==> src/hdl/timer_defines.svh <==
// Summary of operation
// - Two separate 8-bit up-counters each have their own period register and overflow flag.
// - An 8-bit timer counts the internal clock divided by four, or shared-pin falling edges.
// - With the cascade bit (bit 3) set the two 8-bit timers count as one 16-bit timer.
// - Control bit 2 makes the wide timer count falling edges of its own pin, else internal.
// - Control bit 1 makes the second 8-bit timer count shared-pin falling edges, else internal.
// - Control bit 0 makes the first 8-bit timer count shared-pin falling edges, else internal.
// - Bits 7-6 pick capture two's event: fall, rise, every 4th rise, every 16th rise.
// - Bits 5-4 pick capture one's event with the same four encodings.
// - The wide timer is a 16-bit counter read and written as a high and a low byte.
// - One 16-bit pair is the wide timer's period or capture one's result, set by configuration.
// - A second 16-bit pair holds only the values caught by capture two.
// - Both captures latch the wide timer's count when their selected event occurs.
// - The two 8-bit timer counts are the time base handed to the pulse-width outputs.
// - All eight control bits are read/write and clear to zero at reset.
`ifndef TIMER_DEFINES_SVH
`define TIMER_DEFINES_SVH

// ****************************************
// Register indices, byte address is 4x
// ****************************************
`define TC_IDX_T1 6'h10
`define TC_IDX_T2 6'h11
`define TC_IDX_PER1 6'h12
`define TC_IDX_PER2 6'h13
`define TC_IDX_WL 6'h14
`define TC_IDX_WH 6'h15
`define TC_IDX_CTRL 6'h16
`define TC_IDX_WPL 6'h17
`define TC_IDX_WPH 6'h18
`define TC_IDX_C2L 6'h19
`define TC_IDX_C2H 6'h1A
`define TC_IDX_ST 6'h1B
`define TC_IDX_MASK 6'h1C
`define TC_IDX_AUX 6'h1D

// ****************************************
// Fields and reset values
// ****************************************
`define TC_BIT_CS1 0
`define TC_BIT_CS2 1
`define TC_BIT_CS3 2
`define TC_BIT_CASC 3
`define TC_FLD_CAP1 5:4
`define TC_FLD_CAP2 7:6
`define TC_CTRL_RST 8'h00
`define TC_AUX_CAP1EN 0
`define TC_ST_T1 0
`define TC_ST_T2 1
`define TC_ST_W 2
`define TC_ST_C1 3
`define TC_ST_C2 4
`define TC_RESP_OKAY 2'h0
`define TC_RESP_SLVERR 2'h2

// ****************************************
// Timing
// ****************************************
`define TC_FOSC_DIV 4
`define TC_PRE_RISE4 4
`define TC_PRE_RISE16 16

`endif

==> src/hdl/timer_pkg.sv <==
package timer_pkg;

    // Order gives the control field encoding 0..3
    typedef enum logic [1:0] {
        CAP_FALL,
        CAP_RISE,
        CAP_RISE4,
        CAP_RISE16
    } cap_mode_type;

endpackage

==> src/hdl/cap_channel.sv <==
`timescale 1ns/1ps
`default_nettype none
`include "timer_defines.svh"
module cap_channel #(
    parameter int TB_W = 16
) (
    input wire logic clk,
    input wire logic rst_b,
    input wire logic ce,
    input wire logic pin,
    input wire timer_pkg::cap_mode_type mode,
    input wire logic [TB_W-1:0] time_base,
    output logic [TB_W-1:0] value,
    output logic hit
);
    import timer_pkg::*;

    if (TB_W < 1) begin : g_chk
        $error("cap_channel: TB_W must be positive");
    end

    logic s1_r;
    logic s2_r;
    logic s3_r;
    logic [3:0] pre_r;
    cap_mode_type mode_r;
    logic fall;
    logic rise;
    logic ev;

    // ****************************************
    // Edge qualification
    // ****************************************
    assign fall = s3_r & ~s2_r;
    assign rise = ~s3_r & s2_r;
    assign ev = (mode == CAP_FALL) ? fall :
                (mode == CAP_RISE) ? rise :
                (mode == CAP_RISE4) ? (rise & (pre_r[1:0] == 2'(`TC_PRE_RISE4 - 1))) :
                (rise & (pre_r == 4'(`TC_PRE_RISE16 - 1)));

    always_ff @(posedge clk) begin
        if (!rst_b) begin
            s1_r <= 1'b0;
            s2_r <= 1'b0;
            s3_r <= 1'b0;
        end else if (ce) begin
            s1_r <= pin;
            s2_r <= s1_r;
            s3_r <= s2_r;
        end
    end

    // Prescaler restarts on a mode change so the first count is whole
    always_ff @(posedge clk) begin
        if (!rst_b) begin
            pre_r <= 4'h0;
            mode_r <= CAP_FALL;
        end else if (ce) begin
            mode_r <= mode;
            if (mode_r != mode) begin
                pre_r <= 4'h0;
            end else if (rise) begin
                pre_r <= pre_r + 4'h1;
            end
        end
    end

    always_ff @(posedge clk) begin
        if (!rst_b) begin
            value <= '0;
            hit <= 1'b0;
        end else if (ce) begin
            hit <= ev;
            if (ev) begin
                value <= time_base;
            end
        end
    end
endmodule
`default_nettype wire

==> src/hdl/timer_capture.sv <==
`timescale 1ns/1ps
`default_nettype none
`include "timer_defines.svh"
module timer_capture #(
    parameter int ADDR_W = 8
) (
    input wire logic CLK,
    input wire logic RST_B,
    input wire logic CE,
    input wire logic [ADDR_W-1:0] AWADDR,
    input wire logic AWVALID,
    output logic AWREADY,
    input wire logic [31:0] WDATA,
    input wire logic [3:0] WSTRB,
    input wire logic WVALID,
    output logic WREADY,
    output logic [1:0] BRESP,
    output logic BVALID,
    input wire logic BREADY,
    input wire logic [ADDR_W-1:0] ARADDR,
    input wire logic ARVALID,
    output logic ARREADY,
    output logic [31:0] RDATA,
    output logic [1:0] RRESP,
    output logic RVALID,
    input wire logic RREADY,
    input wire logic SHARED_CLK_PIN,
    input wire logic WIDE_CLK_PIN,
    input wire logic CAP_ONE_PIN,
    input wire logic CAP_TWO_PIN,
    output logic IRQ,
    output logic [7:0] FIRST_COUNT,
    output logic [7:0] SECOND_COUNT
);
    import timer_pkg::*;

    if (ADDR_W < 8 || ADDR_W > 32) begin : g_chk
        $error("timer_capture: ADDR_W must be 8..32");
    end

    function automatic logic is_mapped(input logic [ADDR_W-1:0] a);
        is_mapped = ((a >> 8) == '0) && (a[7:2] >= `TC_IDX_T1) && (a[7:2] <= `TC_IDX_AUX);
    endfunction

    function automatic logic [7:0] step8(input logic [7:0] c, input logic [7:0] p);
        step8 = (c == p) ? 8'h00 : c + 8'h01;
    endfunction

    function automatic logic [15:0] step16(input logic [15:0] c, input logic [15:0] p);
        step16 = (c == p) ? 16'h0000 : c + 16'h0001;
    endfunction

    // ****************************************
    // Register bus slave
    // ****************************************
    logic aw_held_r;
    logic w_held_r;
    logic [ADDR_W-1:0] aw_addr_r;
    logic [7:0] w_data_r;
    logic w_lane_r;
    logic do_write;
    logic wen;
    logic [5:0] w_idx;
    logic aw_held_nxt;
    logic w_held_nxt;
    logic rvalid_nxt;
    logic [7:0] rd_val;

    assign do_write = aw_held_r & w_held_r & ~BVALID;
    assign wen = do_write & w_lane_r & is_mapped(aw_addr_r);
    assign w_idx = aw_addr_r[7:2];
    assign aw_held_nxt = (aw_held_r | (AWVALID & AWREADY)) & ~do_write;
    assign w_held_nxt = (w_held_r | (WVALID & WREADY)) & ~do_write;
    assign rvalid_nxt = (ARVALID & ARREADY) | (RVALID & ~RREADY);

    always_ff @(posedge CLK) begin
        if (!RST_B) begin
            aw_held_r <= 1'b0;
            w_held_r <= 1'b0;
            aw_addr_r <= '0;
            w_data_r <= 8'h00;
            w_lane_r <= 1'b0;
            AWREADY <= 1'b0;
            WREADY <= 1'b0;
            BVALID <= 1'b0;
            BRESP <= `TC_RESP_OKAY;
        end else if (CE) begin
            aw_held_r <= aw_held_nxt;
            w_held_r <= w_held_nxt;
            AWREADY <= ~aw_held_nxt;
            WREADY <= ~w_held_nxt;
            if (AWVALID && AWREADY) begin
                aw_addr_r <= AWADDR;
            end
            if (WVALID && WREADY) begin
                w_data_r <= WDATA[7:0];
                w_lane_r <= WSTRB[0];
            end
            if (do_write) begin
                BVALID <= 1'b1;
                BRESP <= is_mapped(aw_addr_r) ? `TC_RESP_OKAY : `TC_RESP_SLVERR;
            end else if (BREADY) begin
                BVALID <= 1'b0;
            end
        end
    end

    always_ff @(posedge CLK) begin
        if (!RST_B) begin
            ARREADY <= 1'b0;
            RVALID <= 1'b0;
            RDATA <= 32'h00000000;
            RRESP <= `TC_RESP_OKAY;
        end else if (CE) begin
            RVALID <= rvalid_nxt;
            ARREADY <= ~rvalid_nxt;
            if (ARVALID && ARREADY) begin
                RDATA <= {24'h000000, rd_val};
                RRESP <= is_mapped(ARADDR) ? `TC_RESP_OKAY : `TC_RESP_SLVERR;
            end
        end
    end

    // ****************************************
    // Registers and timers
    // ****************************************
    logic [7:0] t1_r;
    logic [7:0] t2_r;
    logic [7:0] per1_r;
    logic [7:0] per2_r;
    logic [15:0] w_r;
    logic [15:0] wp_r;
    logic [7:0] ctrl_r;
    logic aux_r;
    logic [4:0] st_r;
    logic [4:0] mask_r;
    logic [1:0] div_r;
    logic sh1_r, sh2_r, sh3_r;
    logic wd1_r, wd2_r, wd3_r;
    logic tick, sh_fall, wd_fall;
    logic cs1, cs2, cs3, casc, cap1_en;
    logic inc1, inc2, inc3;
    logic ov1, ov2, ov3;
    logic [15:0] pair;
    logic [15:0] pair_nxt;
    logic [15:0] w_period;
    logic [15:0] cap1_val, cap2_val;
    logic cap1_hit, cap2_hit;
    logic [4:0] ev;
    logic [4:0] st_nxt;
    logic wr_t1, wr_t2, wr_wl, wr_wh, wr_wpl, wr_wph;

    assign cs1 = ctrl_r[`TC_BIT_CS1];
    assign cs2 = ctrl_r[`TC_BIT_CS2];
    assign cs3 = ctrl_r[`TC_BIT_CS3];
    assign casc = ctrl_r[`TC_BIT_CASC];
    assign cap1_en = aux_r;
    assign wr_t1 = wen & (w_idx == `TC_IDX_T1);
    assign wr_t2 = wen & (w_idx == `TC_IDX_T2);
    assign wr_wl = wen & (w_idx == `TC_IDX_WL);
    assign wr_wh = wen & (w_idx == `TC_IDX_WH);
    assign wr_wpl = wen & (w_idx == `TC_IDX_WPL);
    assign wr_wph = wen & (w_idx == `TC_IDX_WPH);

    // Internal count rate is the core clock divided by four
    assign tick = div_r == 2'(`TC_FOSC_DIV - 1);
    assign sh_fall = sh3_r & ~sh2_r;
    assign wd_fall = wd3_r & ~wd2_r;
    assign inc1 = cs1 ? sh_fall : tick;
    assign inc2 = cs2 ? sh_fall : tick;
    assign inc3 = cs3 ? wd_fall : tick;
    assign pair = {t2_r, t1_r};
    assign pair_nxt = step16(pair, {per2_r, per1_r});
    // Free-running when the pair is busy holding capture results
    assign w_period = cap1_en ? 16'hFFFF : wp_r;
    assign ov1 = inc1 & (casc ? (pair == {per2_r, per1_r}) : (t1_r == per1_r));
    assign ov2 = ~casc & inc2 & (t2_r == per2_r);
    assign ov3 = inc3 & (w_r == w_period);
    assign ev = {cap2_hit, cap1_hit & cap1_en, ov3, ov2, ov1};
    // A flag raised in the clearing cycle survives
    assign st_nxt = (st_r & ~((wen && w_idx == `TC_IDX_ST) ? w_data_r[4:0] : 5'h00)) | ev;

    always_ff @(posedge CLK) begin
        if (!RST_B) begin
            div_r <= 2'h0;
            {sh1_r, sh2_r, sh3_r} <= 3'h0;
            {wd1_r, wd2_r, wd3_r} <= 3'h0;
        end else if (CE) begin
            div_r <= tick ? 2'h0 : div_r + 2'h1;
            {sh1_r, sh2_r, sh3_r} <= {SHARED_CLK_PIN, sh1_r, sh2_r};
            {wd1_r, wd2_r, wd3_r} <= {WIDE_CLK_PIN, wd1_r, wd2_r};
        end
    end

    always_ff @(posedge CLK) begin
        if (!RST_B) begin
            t1_r <= 8'h00;
            t2_r <= 8'h00;
        end else if (CE) begin
            if (wr_t1) begin
                t1_r <= w_data_r;
            end else if (inc1) begin
                t1_r <= casc ? pair_nxt[7:0] : step8(t1_r, per1_r);
            end
            if (wr_t2) begin
                t2_r <= w_data_r;
            end else if (casc ? inc1 : inc2) begin
                t2_r <= casc ? pair_nxt[15:8] : step8(t2_r, per2_r);
            end
        end
    end

    always_ff @(posedge CLK) begin
        if (!RST_B) begin
            w_r <= 16'h0000;
        end else if (CE) begin
            if (wr_wl) begin
                w_r[7:0] <= w_data_r;
            end else if (wr_wh) begin
                w_r[15:8] <= w_data_r;
            end else if (inc3) begin
                w_r <= step16(w_r, w_period);
            end
        end
    end

    always_ff @(posedge CLK) begin
        if (!RST_B) begin
            per1_r <= 8'h00;
            per2_r <= 8'h00;
            wp_r <= 16'h0000;
            ctrl_r <= `TC_CTRL_RST;
            aux_r <= 1'b0;
            mask_r <= 5'h00;
            st_r <= 5'h00;
            IRQ <= 1'b0;
        end else if (CE) begin
            if (wen && w_idx == `TC_IDX_PER1) per1_r <= w_data_r;
            if (wen && w_idx == `TC_IDX_PER2) per2_r <= w_data_r;
            if (wen && w_idx == `TC_IDX_CTRL) ctrl_r <= w_data_r;
            if (wen && w_idx == `TC_IDX_AUX) aux_r <= w_data_r[`TC_AUX_CAP1EN];
            if (wen && w_idx == `TC_IDX_MASK) mask_r <= w_data_r[4:0];
            if (cap1_en && cap1_hit) begin
                wp_r <= cap1_val;
            end else if (wr_wpl) begin
                wp_r[7:0] <= w_data_r;
            end else if (wr_wph) begin
                wp_r[15:8] <= w_data_r;
            end
            st_r <= st_nxt;
            IRQ <= |(st_r & mask_r);
        end
    end

    // Counts leave straight from the timer flops for the pulse-width stage
    assign FIRST_COUNT = t1_r;
    assign SECOND_COUNT = t2_r;

    // ****************************************
    // Capture channels
    // ****************************************
    cap_channel #(.TB_W(16)) u_cap_one (
        .clk(CLK),
        .rst_b(RST_B),
        .ce(CE),
        .pin(CAP_ONE_PIN),
        .mode(cap_mode_type'(ctrl_r[`TC_FLD_CAP1])),
        .time_base(w_r),
        .value(cap1_val),
        .hit(cap1_hit)
    );

    cap_channel #(.TB_W(16)) u_cap_two (
        .clk(CLK),
        .rst_b(RST_B),
        .ce(CE),
        .pin(CAP_TWO_PIN),
        .mode(cap_mode_type'(ctrl_r[`TC_FLD_CAP2])),
        .time_base(w_r),
        .value(cap2_val),
        .hit(cap2_hit)
    );

    // ****************************************
    // Read decode
    // ****************************************
    logic [5:0] r_idx;
    assign r_idx = ARADDR[7:2];

    always_comb begin
        rd_val = 8'h00;
        if (!is_mapped(ARADDR)) rd_val = 8'h00;
        else if (r_idx == `TC_IDX_T1) rd_val = t1_r;
        else if (r_idx == `TC_IDX_T2) rd_val = t2_r;
        else if (r_idx == `TC_IDX_PER1) rd_val = per1_r;
        else if (r_idx == `TC_IDX_PER2) rd_val = per2_r;
        else if (r_idx == `TC_IDX_WL) rd_val = w_r[7:0];
        else if (r_idx == `TC_IDX_WH) rd_val = w_r[15:8];
        else if (r_idx == `TC_IDX_CTRL) rd_val = ctrl_r;
        else if (r_idx == `TC_IDX_WPL) rd_val = wp_r[7:0];
        else if (r_idx == `TC_IDX_WPH) rd_val = wp_r[15:8];
        else if (r_idx == `TC_IDX_C2L) rd_val = cap2_val[7:0];
        else if (r_idx == `TC_IDX_C2H) rd_val = cap2_val[15:8];
        else if (r_idx == `TC_IDX_ST) rd_val = {3'h0, st_r};
        else if (r_idx == `TC_IDX_MASK) rd_val = {3'h0, mask_r};
        else rd_val = {7'h00, aux_r};
    end
endmodule
`default_nettype wire

==> config.mk <==
export PLATFORM = sky130hd
export DESIGN_NAME = timer_capture
export DESIGN_NICKNAME = d
export VERILOG_FILES = /design/src/hdl/timer_pkg.sv /design/src/hdl/cap_channel.sv /design/src/hdl/timer_capture.sv
export VERILOG_INCLUDE_DIRS = /design/src /design/src/hdl
export SDC_FILE = /design/constraint.sdc
export NUM_CORES = 1
export LEC_CHECK = 0
export ABC_AREA = 1
export BUFFER_PORTS_ARGS = -buffer_cell sky130_fd_sc_hd__buf_2
export CAP_MARGIN = 20
export CORE_UTILIZATION = 58
export DETAILED_ROUTE_END_ITERATION = 16
export HOLD_SLACK_MARGIN = 0.03
export PLACE_DENSITY_LB_ADDON = 0.15
export SLEW_MARGIN = 20
export SYNTH_ARGS = -nofsm -noshare
export SYNTH_HDL_FRONTEND = slang
export SYNTH_SLANG_ARGS = --single-unit
==> constraint.sdc <==
create_clock -name CLK -period 2.6 [get_ports CLK]
set_input_delay 0.26 -clock CLK [delete_from_list [all_inputs] [get_ports CLK]]
set_output_delay 0.26 -clock CLK [all_outputs]
set_load 0.1 [all_outputs]
# [Word level (Yosys, flattened, before mapping)]
# Cells that the tools add are included.
[word_totals] regBits=180 in_bits=64 elab_cells=250
[classes] n_addsub=7 order_cmp=4 n_eq_ne=42 n_mux=54 n_bitwise=52 n_reduce_logical=44
[op_table] operator="$mux 8" n=26
[op_table] operator="$eq 6x5->1 const B" n=25
[op_table] operator="$mux 16" n=5
[op_table] operator="$reduce_and 2->1" n=17
[op_table] operator="$add 16x1->16 const B" n=2
[op_table] operator="$eq 16x16->1" n=2
[op_table] operator="$and 1x1->1" n=31
[op_table] operator="$reduce_bool 2->1" n=9
[op_table] operator="$add 8x1->8 const B" n=2
[op_table] operator="$eq 8x8->1" n=2
[op_table] operator="$mux 4" n=4
[op_table] operator="$mux 5" n=3
[op_table] operator="$not 1->1" n=14
[op_table] operator="$mux 1" n=13
[op_table] operator="$ge 6x5->1 const B" n=2
[op_table] operator="$le 6x5->1 const B" n=2
[op_table] operator="$logic_and 1x1->1" n=12
[op_table] operator="$and 5x5->5" n=2
[op_table] operator="$eq 2x2->1 const B" n=5
[op_table] operator="$reduce_and 3->1" n=3
[op_table] operator="$add 4x1->4 const B" n=2
[op_table] operator="$eq 4x4->1 const B" n=2
[op_table] operator="$mux 2" n=3
[op_table] operator="$not 5->5" n=1
[op_table] operator="other kinds (9)" n=14

# [Logic depth before layout (Yosys ltp)]
# Gate-level depths: netlist of the first run.
[depth] word_depth=15 ltp_mapped=19 depth_no_buf=19

# [Modules after synthesis]
# From an unflattened synthesis of the first run, not the netlist that was laid out.
[unflattened] hier_cells=1410 hier_area_um2=9818.2
[modules_own_cells] mod="timer_capture" n_inst=1 cells_each=1072 area_per_inst_um2=7418.4 seq_area_each_um2=2482.4
[modules_own_cells] mod="cap_channel" n_inst=2 cells_each=169 area_per_inst_um2=1199.9 seq_area_each_um2=520.5

# [Worst setup path after synthesis of the first run]
# Ideal clock, no wire load.
[synth_path] path_type="flip-flop to flip-flop" startpoint="register t1_r[6], in the netlist FIRST_COUNT[6]" endpoint="register t2_r[2], in the netlist SECOND_COUNT[2]" t_arrival_ps=2685 slack_ps=-141 path_stages_with_launch=16 n_path_buf=0 synth_period_minus_slack_ps=2741 cell_sequence="dfxtp_1 > inv_1 > or2_2 > nand4_1 > nor2_1 > nand2_1 > nor2_1 > nor2_1 > inv_1 > o21ai_0 > inv_1 > o22ai_1 > nand2_1 > o21ai_0 > o21ai_0 > inv_1"
[synth_between] elab_chain_cells=5
[synth_rtl] item="start: declaration" line="timer_capture.sv:127" text="logic [7:0] t1_r;"
[synth_rtl] item="start signal: assignment" line="timer_capture.sv:201" text="t1_r <= w_data_r;"
[synth_rtl] item="start signal: assignment" line="timer_capture.sv:203" text="t1_r <= casc ? pair_nxt[7:0] : step8(t1_r, per1_r);"
[synth_rtl] item="$add 16x1->16 / $eq 16x16->1 (equally long branches)" line="timer_capture.sv:50" text="step16 = (c == p) ? 16'h0000 : c + 16'h0001;"
[synth_rtl] item="$mux 16 (*)" line="timer_capture.sv:50"
[synth_rtl] item="$mux 8 (*)" line="timer_capture.sv:208" text="t2_r <= casc ? pair_nxt[15:8] : step8(t2_r, per2_r);"
[synth_rtl] item="$mux 8 (*)" line="timer_capture.sv:207" text="end else if (casc ? inc1 : inc2) begin"
[synth_rtl] item="$mux 8 (*)" line="timer_capture.sv:205" text="if (wr_t2) begin"
[synth_rtl] item="end signal: assignment" line="timer_capture.sv:206" text="t2_r <= w_data_r;"
[synth_rtl] item="end signal: assignment" line="timer_capture.sv:208"
[synth_rtl] item="end: declaration" line="timer_capture.sv:128" text="logic [7:0] t2_r;"
# Mark *: on every way between the ends. The rest lies on a longest branch, timed or not. The select of a mux whose other input is x is not followed.
# A chain may end at the register's enable or synchronous reset.

# [Worst setup path in the final report of the first run]
[layout_path] startpoint="register aw_addr_r[3]" endpoint="register t2_r[4], in the netlist SECOND_COUNT[4]"
[layout_between] elab_chain_cells=6
[layout_rtl] item="start: declaration" line="timer_capture.sv:58" text="logic [ADDR_W-1:0] aw_addr_r;"
[layout_rtl] item="start signal: assignment" line="timer_capture.sv:80" text="aw_addr_r <= '0;"
[layout_rtl] item="start signal: assignment" line="timer_capture.sv:93" text="aw_addr_r <= AWADDR;"
[layout_rtl] item="$ge 6x5->1 (no source line) / $le 6x5->1 (equally long branches)"
[layout_rtl] item="$logic_and 1x1->1" line="timer_capture.sv:42" text="is_mapped = ((a >> 8) == '0) && (a[7:2] >= `TC_IDX_T1) && (a[7:2] <= `TC_IDX_AUX);"
[layout_rtl] item="$and 1x1->1" line="timer_capture.sv:70" text="assign wen = do_write & w_lane_r & is_mapped(aw_addr_r);"
[layout_rtl] item="$and 1x1->1 (*)" line="timer_capture.sv:159" text="assign wr_t2 = wen & (w_idx == `TC_IDX_T2);"
[layout_rtl] item="$reduce_bool 2->1 (no source line)"
[layout_rtl] item="$reduce_and 2->1 (no source line)"
# Mark *: on every way between the ends. The rest lies on a longest branch, timed or not.

==> reports/results.tsv, run 1 <==
stage	metric	value	unit
outcome	status	complete, no violations	
routing	first_iter_violations	1124	
routing	wl_per_cell	17.8	um
hold_path	hold_depth	3	
floorplan	io_pins	122	
pwr	pwr-share-seq	46.3	%
sta	fin_crit	2390	ps
global_routing	grt_max_degree	53	
sta	setup_tns	0	ps
setup_path	path_cells	inv_1, o211ai_1, nor3_4, inv_2, nor3_2, inv_2, a21oi_4, inv_1, o21ai_0, a21oi_1	
sta	post-route-period-util	92.1	%
setup_path	worstSetupPathType	register to register	
logic_synthesis	seq_area_frac_synth	38.3	%
placement	port_buffers	64	
clock_tree	root_buffer	clkbuf_16	
setup_path	critical_path_required	2900	ps
final_layout	area_delta_synth_final	12.8	%
final_layout	n_fill_cell	1397	
global_routing	grt_use_total	35.8	%
pwr	leakagePower	0.00428	uW
clock_tree	clk_pin_slew	70	ps
floorplan	die_x	128	um
sta	hold_viol	0	
pwr	cellPowerDensity	595	mW/mm2
placement	dp_cells	1573	
routing	viasPerCell	5.91	
pwr	ir_drop	534	uV
pwr	p_sw_share	28.6	%
setup_path	start_kind	register	
pwr	power.switching	1760	uW
clock_tree	numCtsBuffers	17	
setup_path	cp_slowest_stage_delay	350	ps
global_routing	antenna_found_initial	1	
setup_path	r2r_cells	10	
final_layout	utilization	67.7	%
global_routing	grt-ovfl-total	0	
sta	skew	8.30	ps
pwr	clock_power_share	41.1	%
logic_synthesis	yosys_warnings	0	
sta	setup_viol	0	
final_layout	diodes	0	
floorplan	die-area	0.0164	mm2
logic_synthesis	ys_seq_elements	176	
logic_synthesis	synth_area	0.00919	mm2
hold_path	holdCritPathClass	primary input to register	
sta	slew_headroom	53.9	%
floorplan	rows	45	
final_layout	fin_cells	1604	
logic_synthesis	syn_area_per_cell	6.99	um2
routing	first_pass_iters	5	
pwr	intPower	4410	uW
logic_synthesis	postSynth.asyncResetShare	0	%
clock_tree	worst_skew_pair.late_latency	430	ps
global_routing	first_global_vias	8422	
sta	fmax	418	MHz
floorplan	start_util	60.0	%
sta	rsz0062_at_grt	false	
clock_tree	htree_levels	4	
logic_synthesis	synth_top_flop_cell	dfxtp_1	
routing	antenna_left	0	
pwr	combPwrFrac	12.6	%
setup_path	cp_slowest_cell	dfxtp_1	
routing	num_vias	9481	
logic_synthesis	synth.distinct_cells	56	
clock_tree	clockBufferDepth	2	
sta	worst_pin_slew	689	ps
floorplan	dieHeight	128	um
final_layout	drive_gt1_share	12.3	%
logic_synthesis	synth-edff-count	0	
logic_synthesis	synthCells	1314	
pwr	power	6170	uW
setup_path	path_max_fanout	10	
clock_tree	cts_tree	done	
placement	gp_congestion	0.987	
routing	drc	0	
final_layout	nNetsFinal	1452	
routing	drt_wl_total	28600	um
sta	drv_slew	0	
clock_tree	cts.sinks	176	
flow_run	drv_cap	0	
placement	post-dp-hpwl	20600	um
setup_path	cp.arrival	2700	ps
floorplan	coreArea	0.0153	mm2
global_routing	grt_pass1_wl	44800	um
setup_path	worstSetupEndpointType	register	
[cell usage after synthesis (10+ instances only)]
cell type | instances | area [um2]
o21ai_0 | 182 | 911
a21oi_1 | 179 | 896
dfxtp_1 | 176 | 3520
nand2_1 | 164 | 616
inv_1 | 161 | 604
nor2_1 | 101 | 379
nand3_1 | 58 | 290
clkbuf_1 | 48 | 180
buf_4 | 28 | 210
nand4_1 | 25 | 156
nor3_1 | 23 | 115
xor2_1 | 22 | 193
a31oi_1 | 18 | 113
o2111ai_1 | 11 | 96.3
o211ai_1 | 10 | 75.1
or2_2 | 10 | 62.6
[flip-flops by register name (all words and copies together), names as in the netlist, 4 cells and up]
| register | cells |
|---|---|
| w_r | 16 |
| RDATA | 8 |
| aw_addr_r | 6 |
| wp_r | 16 |
| FIRST_COUNT | 8 |
| u_cap_two.pre_r | 4 |
| ctrl_r | 8 |
| per2_r | 8 |
| mask_r | 5 |
| u_cap_one.value | 16 |
| per1_r | 8 |
| w_data_r | 8 |
| SECOND_COUNT | 8 |
| u_cap_one.pre_r | 4 |
| st_r | 5 |
| u_cap_two.value | 16 |
[final timing paths]
path	start	endpoint	slack [ps]
max	aw_addr_r[3]$_SDFFE_PN0P_	SECOND_COUNT[4]$_SDFFE_PN0P_	210
min	CAP_ONE_PIN	u_cap_one.s1_r$_SDFFE_PN0P_	50
max reg2reg	aw_addr_r[3]$_SDFFE_PN0P_	SECOND_COUNT[4]$_SDFFE_PN0P_	210
min reg2reg	u_cap_two.value[12]$_SDFFE_PN0P_	u_cap_two.value[12]$_SDFFE_PN0P_	460
[metrics by stage]
stage	setup slack [ps]	hold WS (ps)	area (um2)
5_1_grt	33.7	41.6	10400
3_3_place_gp	207	436	9780
2_1_floorplan	33.5	395	9290
3_5_place_dp	140	444	9780
4_1_cts	118	40.2	10400
6_report	206	50.5	10400
[power by group through the flow]
stage | Sequential (uW) | Combinational (uW) | Clock (uW)
global route | 2860 | 834 | 2660
floorplan | 2970 | 532 | 0
global placement | 2910 | 750 | 0
finish | 2850 | 775 | 2540
CTS | 2850 | 762 | 2550
detailed placement | 2910 | 758 | 0
[critical path, delay by kind of cell (launching register included)]
family | cells | cell delay [ps]
simple gates | 2 | 560
flops | 1 | 350
compound gates | 4 | 750
buf+inv | 4 | 610
[cell type report]
cell class / instances / area, um2 / area share [%]
multi-input cells: 907 / 4690 / 45.2
flip-flops and latches: 176 / 3530 / 34.1
repair buffers: 108 / 666 / 6.42
inverters: 172 / 646 / 6.23
clock buffers: 21 / 460 / 4.44
well taps: 211 / 264 / 2.55
clock inverters: 9 / 110 / 1.06
[what timing repair did]
item                                    4_1_cts  5_1_grt
setup buffers                                 0        1
hold buffers                                  0        0
resized for setup                             0        2
endpoints found under the setup margin        0       13
[cells by family (layout without fill, tap and decap cells)]
| logic type | after synthesis | in the layout | synth area share (%) |
|---|---|---|---|
| DFF | 176 | 176 | 38.3 |
| xor gates and xnor gates | 31 | 31 | 2.95 |
| AOI/OAI and AO/OA | 443 | 443 | 26.7 |
| and+or+nand+nor | 401 | 401 | 19.5 |
| adders and majority gates | 6 | 6 | 0.817 |
| other | 1 | 26 | 0.0408 |
| buffers and inverters | 256 | 310 | 11.7 |
[cells in the final DEF (no fill, tap or decap), types with 10 or more instances in the layout]
cell type and instances:
a21oi_1 179, a31oi_1 18, buf_2 63, buf_4 44
clkbuf_16 17, conb_1 26, dfxtp_1 171, inv_1 161
nand2_1 164, nand3_1 58, nand4_1 25, nor2_1 101
nor3_1 23, o2111ai_1 11, o211ai_1 10, o21ai_0 182
or2_2 10, xor2_1 22
[metal layers]
metal | track usage, % | share of wire [%]
met5 | 0 | 0.11
met4 | 13.9 | 3.0
met3 | 9.81 | 10
met2 | 54.0 | 43
met1 | 48.4 | 43
(Power assumes the default switching activity.)
==> inputs of run 2 (changes only) <==
--- a/config.mk
+++ b/config.mk
@@ -9,10 +9,12 @@
 export ABC_AREA = 1
 export BUFFER_PORTS_ARGS = -buffer_cell sky130_fd_sc_hd__buf_2
 export CAP_MARGIN = 20
+export CORE_MARGIN = 10
 export CORE_UTILIZATION = 58
 export DETAILED_ROUTE_END_ITERATION = 16
 export HOLD_SLACK_MARGIN = 0.03
 export PLACE_DENSITY_LB_ADDON = 0.15
+export SETUP_SLACK_MARGIN = 0.5
 export SLEW_MARGIN = 20
 export SYNTH_ARGS = -nofsm -noshare
 export SYNTH_HDL_FRONTEND = slang
==> run 2 against run 1 <==
Cell area increased by 6.0%. Clock power fell by 2%. Combinational power is 8.8% higher. Utilization rose by 3.8 points. Wire length is 7.4% higher. First-iteration DRC count is 3.6% higher. Total power is 0.40% higher. Setup slack better by 180 ps. Critical endpoint is now w_r[9]$_SDFFE_PN0P_. Largest power group unchanged. Sequential share of layout area shrank 1.4 points. Register-to-register slack improved by 180 ps.
==> reports/results.tsv, run 2 (synthesis results as in run 1) <==
stage	metric	value	unit	change
outcome	status	complete, no violations		
setup_path	path_max_fanout	8		-2
clock_tree	numCtsBuffers	17		unchanged
sta	post-route-period-util	85.0	%	-7.1 points
global_routing	grt_max_degree	53		unchanged
sta	fmax	452	MHz	+8.3%
sta	fin_crit	2210	ps	-183 ps
final_layout	nNetsFinal	1486		+2.3%
global_routing	first_global_vias	8516		+1.1%
hold_path	holdCritPathClass	primary input to register		
final_layout	final_common_cell	a21oi_1		
final_layout	final_cell_mix	177 x a21oi_1, 172 x o21ai_0, 156 x nand2_1		
routing	num_vias	9762		+3.0%
sta	skew	15.0	ps	+6.69 ps
setup_path	worstSetupPathType	register to register		
sta	setup_viol	0		unchanged
setup_path	critical_path_required	2940	ps	+40 ps
routing	viasPerCell	5.95		+0.64%
setup_path	worstSetupEndpointType	register		
pwr	leakagePower	0.00451	uW	+5.5%
routing	first_iter_violations	1164		+3.6%
setup_path	cp.arrival	2550	ps	-150 ps
clock_tree	htree_levels	4		unchanged
clock_tree	cts.sinks	176		unchanged
clock_tree	root_buffer	clkbuf_16		
sta	slew_headroom	55.4	%	+1.5 points
global_routing	grt-ovfl-total	0		unchanged
clock_tree	postCtsHoldBufs	0		unchanged
placement	dpl_cell_area	0.00980	mm2	+0.20%
placement	post-dp-hpwl	21500	um	+4.0%
pwr	power	6190	uW	+0.40%
routing	first_pass_iters	7		+2
global_routing	grt_pass1_wl	46400	um	+3.7%
floorplan	dieHeight	146	um	+14%
sta	drv_slew	0		unchanged
clock_tree	clockBufferDepth	2		unchanged
floorplan	die_x	146	um	+14%
global_routing	antenna_found_initial	1		unchanged
floorplan	io_pins	122		unchanged
flow_run	drv_cap	0		unchanged
floorplan	die-area	0.0213	mm2	+30%
setup_path	start_kind	register		
clock_tree	worst_skew_pair.late_latency	450	ps	+20 ps
final_layout	finalInstanceArea	0.0110	mm2	+6.0%
sta	hold_viol	0		unchanged
placement	gp_congestion	0.993		+0.62%
placement	port_buffers	64		unchanged
clock_tree	cts_tree	done		
clock_tree	clk_pin_slew	70	ps	about the same
pwr	cellPowerDensity	563	mW/mm2	-5.3%
routing	drt_wl_total	30700	um	+7.4%
routing	wl_per_cell	18.7	um	+5.0%
sta	worst_pin_slew	668	ps	-20.8 ps
global_routing	grt_use_total	26.9	%	-8.9 points
floorplan	rows	45		unchanged
sta	setup_tns	0	ps	unchanged
floorplan	start_util	59.8	%	-0.22 points
routing	antenna_left	0		unchanged
routing	drc	0		unchanged
pwr	ir_drop	647	uV	+21%
sta	rsz0062_at_grt	true		
final_layout	area_delta_synth_final	19.6	%	
final_layout	drive_gt1_share	19.9	%	+7.6 points
floorplan	coreArea	0.0154	mm2	+0.37%
run 2: layout make-up:
| cell class | count | area, um2 |
|---|---|---|
| multi-input cells | 907 | 4950 |
| diodes | 1 | 2.50 |
| flip-flops and latches | 176 | 3590 |
| repair buffers | 142 | 950 |
| inverters | 172 | 667 |
| clock inverters | 13 | 120 |
| clock buffers | 19 | 443 |
| well taps | 211 | 264 |
| fillers | 1273 | 4380 |
run 2: final timing paths:
| check | startpoint | to | slack, ps | depth (start not counted) |
|---|---|---|---|---|
| max | w_r[6]$_SDFFE_PN0P_ | w_r[9]$_SDFFE_PN0P_ | 390 | 10 |
| min | WIDE_CLK_PIN | wd1_r$_SDFFE_PN0P_ | 40 | 3 |
| max reg2reg | w_r[6]$_SDFFE_PN0P_ | w_r[9]$_SDFFE_PN0P_ | 390 | 10 |
| min reg2reg | u_cap_two.value[15]$_SDFFE_PN0P_ | u_cap_two.value[15]$_SDFFE_PN0P_ | 450 | 2 |
run 2: where the power goes:
part / switching, uW / leakage (uW) / internal [uW]
logic: 639 / 0.00280 / 204
registers: 81.3 / 0.00145 / 2770
clock network: 1210 / 0.000270 / 1290
run 2: repair_timing:
| item | 4_1_cts | 5_1_grt |
|---|---|---|
| cloned | 0 | 2 |
| resized for setup | 13 | 96 |
| setup endpoints to repair | 30 | 44 |
| setup buffers | 4 | 30 |
| pin swaps | 3 | 26 |
run 2: metrics by stage:
stage / hold WS (ps) / std cells / util [%] / worst slack (ps)
2_1_floorplan: 395 / 1339 / - / 481
3_3_place_gp: 435 / 1572 / 63.8 / 328
3_5_place_dp: 442 / 1572 / 63.8 / 292
4_1_cts: 38.1 / 1608 / 67.9 / 500
5_1_grt: 59.9 / 1640 / 71.5 / 312
6_report: 37.7 / 1641 / 71.5 / 389
run 2: worst max-delay path, stage by stage, from the launching register on:
cell	delay (ps)
dfxtp_1	390
clkinv_1	140
xor2_2	210
nor4_2	350
nand3_1	190
nor2_4	190
inv_1	170
nand4_1	130
o21ai_0	110
o21ai_0	170
inv_1	60
run 2: layer usage:
| layer | GRT usage, % | up-vias | wire length [um] |
|---|---|---|---|
| met4 | 8.44 | 0 | 739 |
| met2 | 40.6 | 555 | 13500 |
| met1 | 36.3 | 4502 | 13000 |
| met3 | 7.54 | 73 | 3450 |
| li1 | - | 4632 | - |
| met5 | 0 | - | 0 |
==> inputs of run 3 (changes only) <==
--- a/config.mk
+++ b/config.mk
@@ -14,7 +14,7 @@
 export DETAILED_ROUTE_END_ITERATION = 16
 export HOLD_SLACK_MARGIN = 0.03
 export PLACE_DENSITY_LB_ADDON = 0.15
-export SETUP_SLACK_MARGIN = 0.5
+export SETUP_SLACK_MARGIN = 0.4
 export SLEW_MARGIN = 20
 export SYNTH_ARGS = -nofsm -noshare
 export SYNTH_HDL_FRONTEND = slang
==> run 3 against run 2 <==
Global-route usage is 0.40 points lower. Sequential cell count stayed put. Combinational power is 2% lower. Total power hardly changed. Utilization is 1.9 points lower. Clock-buffer cell count is 3 higher. Cell area is 2.7% lower. Register-to-register slack better by 50 ps. Clock skew is 4.4 ps lower. Largest cell class unchanged.
==> reports/results.tsv, run 3 (synthesis results as in run 1) <==
stage	metric	value	unit	change
pwr	combPwrFrac	13.3	%	-0.3 points
floorplan	io_pins	122		unchanged
final_layout	final_cell_mix	179 x a21oi_1, 177 x o21ai_0, 158 x nand2_1		
clock_tree	clockBufferDepth	2		unchanged
floorplan	rows	45		unchanged
pwr	ir_drop	635	uV	-1.9%
setup_path	cp_common_cell	inv_1		
setup_path	path_cells	inv_1, xor2_1, nor4_1, nand3_1, nor2_4, buf_4, nor2_1, and3_1, o311ai_1, inv_1		
final_layout	area_delta_synth_final	16.4	%	
setup_path	worstSetupPathType	register to register		
final_layout	drive_gt1_share	16.6	%	-3.2 points
final_layout	diodes	0		-1
routing	first_pass_iters	6		-1
setup_path	start_kind	register		
routing	viasPerCell	5.90		-0.80%
pwr	cellPowerDensity	579	mW/mm2	+2.8%
pwr	leakagePower	0.00439	uW	-2.8%
floorplan	dieHeight	146	um	unchanged
placement	post-dp-hpwl	21100	um	-1.7%
setup_path	rrSetupSlack	440	ps	+50 ps
clock_tree	worst_skew_pair.late_latency	440	ps	about the same
routing	antenna_left	0		unchanged
sta	hold_slack	45.1	ps	+7.42 ps
global_routing	grt_pass1_wl	46100	um	-0.77%
sta	slew_headroom	58.6	%	+3.2 points
sta	fin_crit	2160	ps	-52.7 ps
clock_tree	cts.sinks	176		unchanged
sta	post-route-period-util	83.0	%	-2.0 points
setup_path	worstSetupEndpointType	register		
routing	first_iter_violations	1223		+5.1%
floorplan	coreArea	0.0154	mm2	unchanged
global_routing	grt-ovfl-total	0		unchanged
sta	worst_pin_slew	620	ps	-48.5 ps
clock_tree	clk_pin_slew	60	ps	about the same
clock_tree	htree_levels	4		unchanged
routing	drt_wl_total	29600	um	-3.8%
sta	skew	10.5	ps	-4.43 ps
sta	setup_tns	0	ps	unchanged
outcome	status	complete, no violations		
global_routing	antenna_found_initial	0		-1
hold_path	holdCritPathClass	primary input to register		
routing	num_vias	9578		-1.9%
setup_path	path_max_fanout	6		-2
floorplan	die_x	146	um	unchanged
routing	wl_per_cell	18.2	um	-2.7%
global_routing	grt_use_total	26.5	%	-0.40 points
setup_path	critical_path_required	2920	ps	-20 ps
global_routing	grt_max_degree	67		+26%
sta	rsz0062_at_grt	true		
placement	gp_congestion	1.01		+1.6%
pwr	power.switching	1820	uW	-5.8%
sta	drv_slew	0		unchanged
global_routing	first_global_vias	8507		-0.11%
pwr	intPower	4370	uW	+2.7%
floorplan	start_util	59.8	%	unchanged
flow_run	drv_cap	0		unchanged
sta	setup_viol	0		unchanged
setup_path	cp_slowest_cell	dfxtp_1		
clock_tree	cts_tree	done		
pwr	pwr-share-seq	45.9	%	about the same
final_layout	final_common_cell	a21oi_1		
final_layout	nNetsFinal	1469		-1.1%
setup_path	cp_slowest_stage_delay	430	ps	+40 ps
clock_tree	numCtsBuffers	17		unchanged
clock_tree	root_buffer	clkbuf_16		
floorplan	die-area	0.0213	mm2	unchanged
placement	port_buffers	64		unchanged
routing	drc	0		unchanged
sta	fmax	463	MHz	+2.4%
pwr	p_sw_share	29.4	%	-1.8 points
setup_path	cp.arrival	2480	ps	-70 ps
pwr	clock_power_share	40.8	%	+0.4 points
sta	hold_viol	0		unchanged
## run 3: cell count changes in the layout (fill, tap and decap cells not counted), sizes merged
cell and delta:
buf -17, inv -4, clkbuf +2, clkinv +2
clkinvlp -2, bufinv +1, diode -1, nand3 +1
## run 3: per-layer routing
metal	routed length (um)	GRT usage, %
met5	0	0
met4	787	8.04
met3	3530	7.51
met2	13000	39.6
met1	12200	36.0
## run 3: repair_timing
action                                  CTS  global route
resized for setup                         6            48
hold buffers                              0             0
hold endpoints to repair                  0             0
setup buffers                             2            16
pin swaps                                 2            14
gates cloned                              0             1
endpoints found under the setup margin   17            36
## run 3: path summary, 6_finish.rpt
check,start,to,depth (start not counted)
setup / recovery,w_r[2]$_SDFFE_PN0P_,w_r[7]$_SDFFE_PN0P_,10
hold / removal,SHARED_CLK_PIN,sh1_r$_SDFFE_PN0P_,3
setup reg to reg,w_r[2]$_SDFFE_PN0P_,w_r[7]$_SDFFE_PN0P_,10
hold reg to reg,u_cap_two.value[12]$_SDFFE_PN0P_,u_cap_two.value[12]$_SDFFE_PN0P_,2
## run 3: power groups by stage
stage,Sequential [uW],Clock (uW),Combinational [uW]
after floorplan,2960,0,532
after global placement,2900,0,758
after detailed placement,2900,0,767
after CTS,2840,2530,773
after global routing,2850,2650,887
final,2840,2530,824
## run 3: cell type report
type,count,area (um2)
Fill cell,1320,4680
Clock inverter,10,103
Clock buffer,22,474
Inverter,172,659
Sequential cell,176,3570
Multi-Input combinational cell,908,4820
Tap cell,211,264
Timing Repair Buffer,124,806
## run 3: critical path, delay by kind of cell (launching register included)
| kind | cells | cell delay, ps |
|---|---|---|
| xor+xnor | 1 | 170 |
| compound gates | 1 | 230 |
| flops | 1 | 430 |
| buf+inv | 3 | 360 |
| simple gates | 5 | 850 |
## run 3: metrics by stage
stage	instances	total power (uW)	utilization [%]	cell area [um2]	setup WS [ps]
floorplan	1339	3500	-	9320	397
global placement	1572	3660	63.9	9820	333
detailed placement	1572	3670	63.9	9820	253
CTS	1606	6150	67.9	10400	397
global route	1623	6390	69.6	10700	248
finish	1623	6190	69.6	10700	442
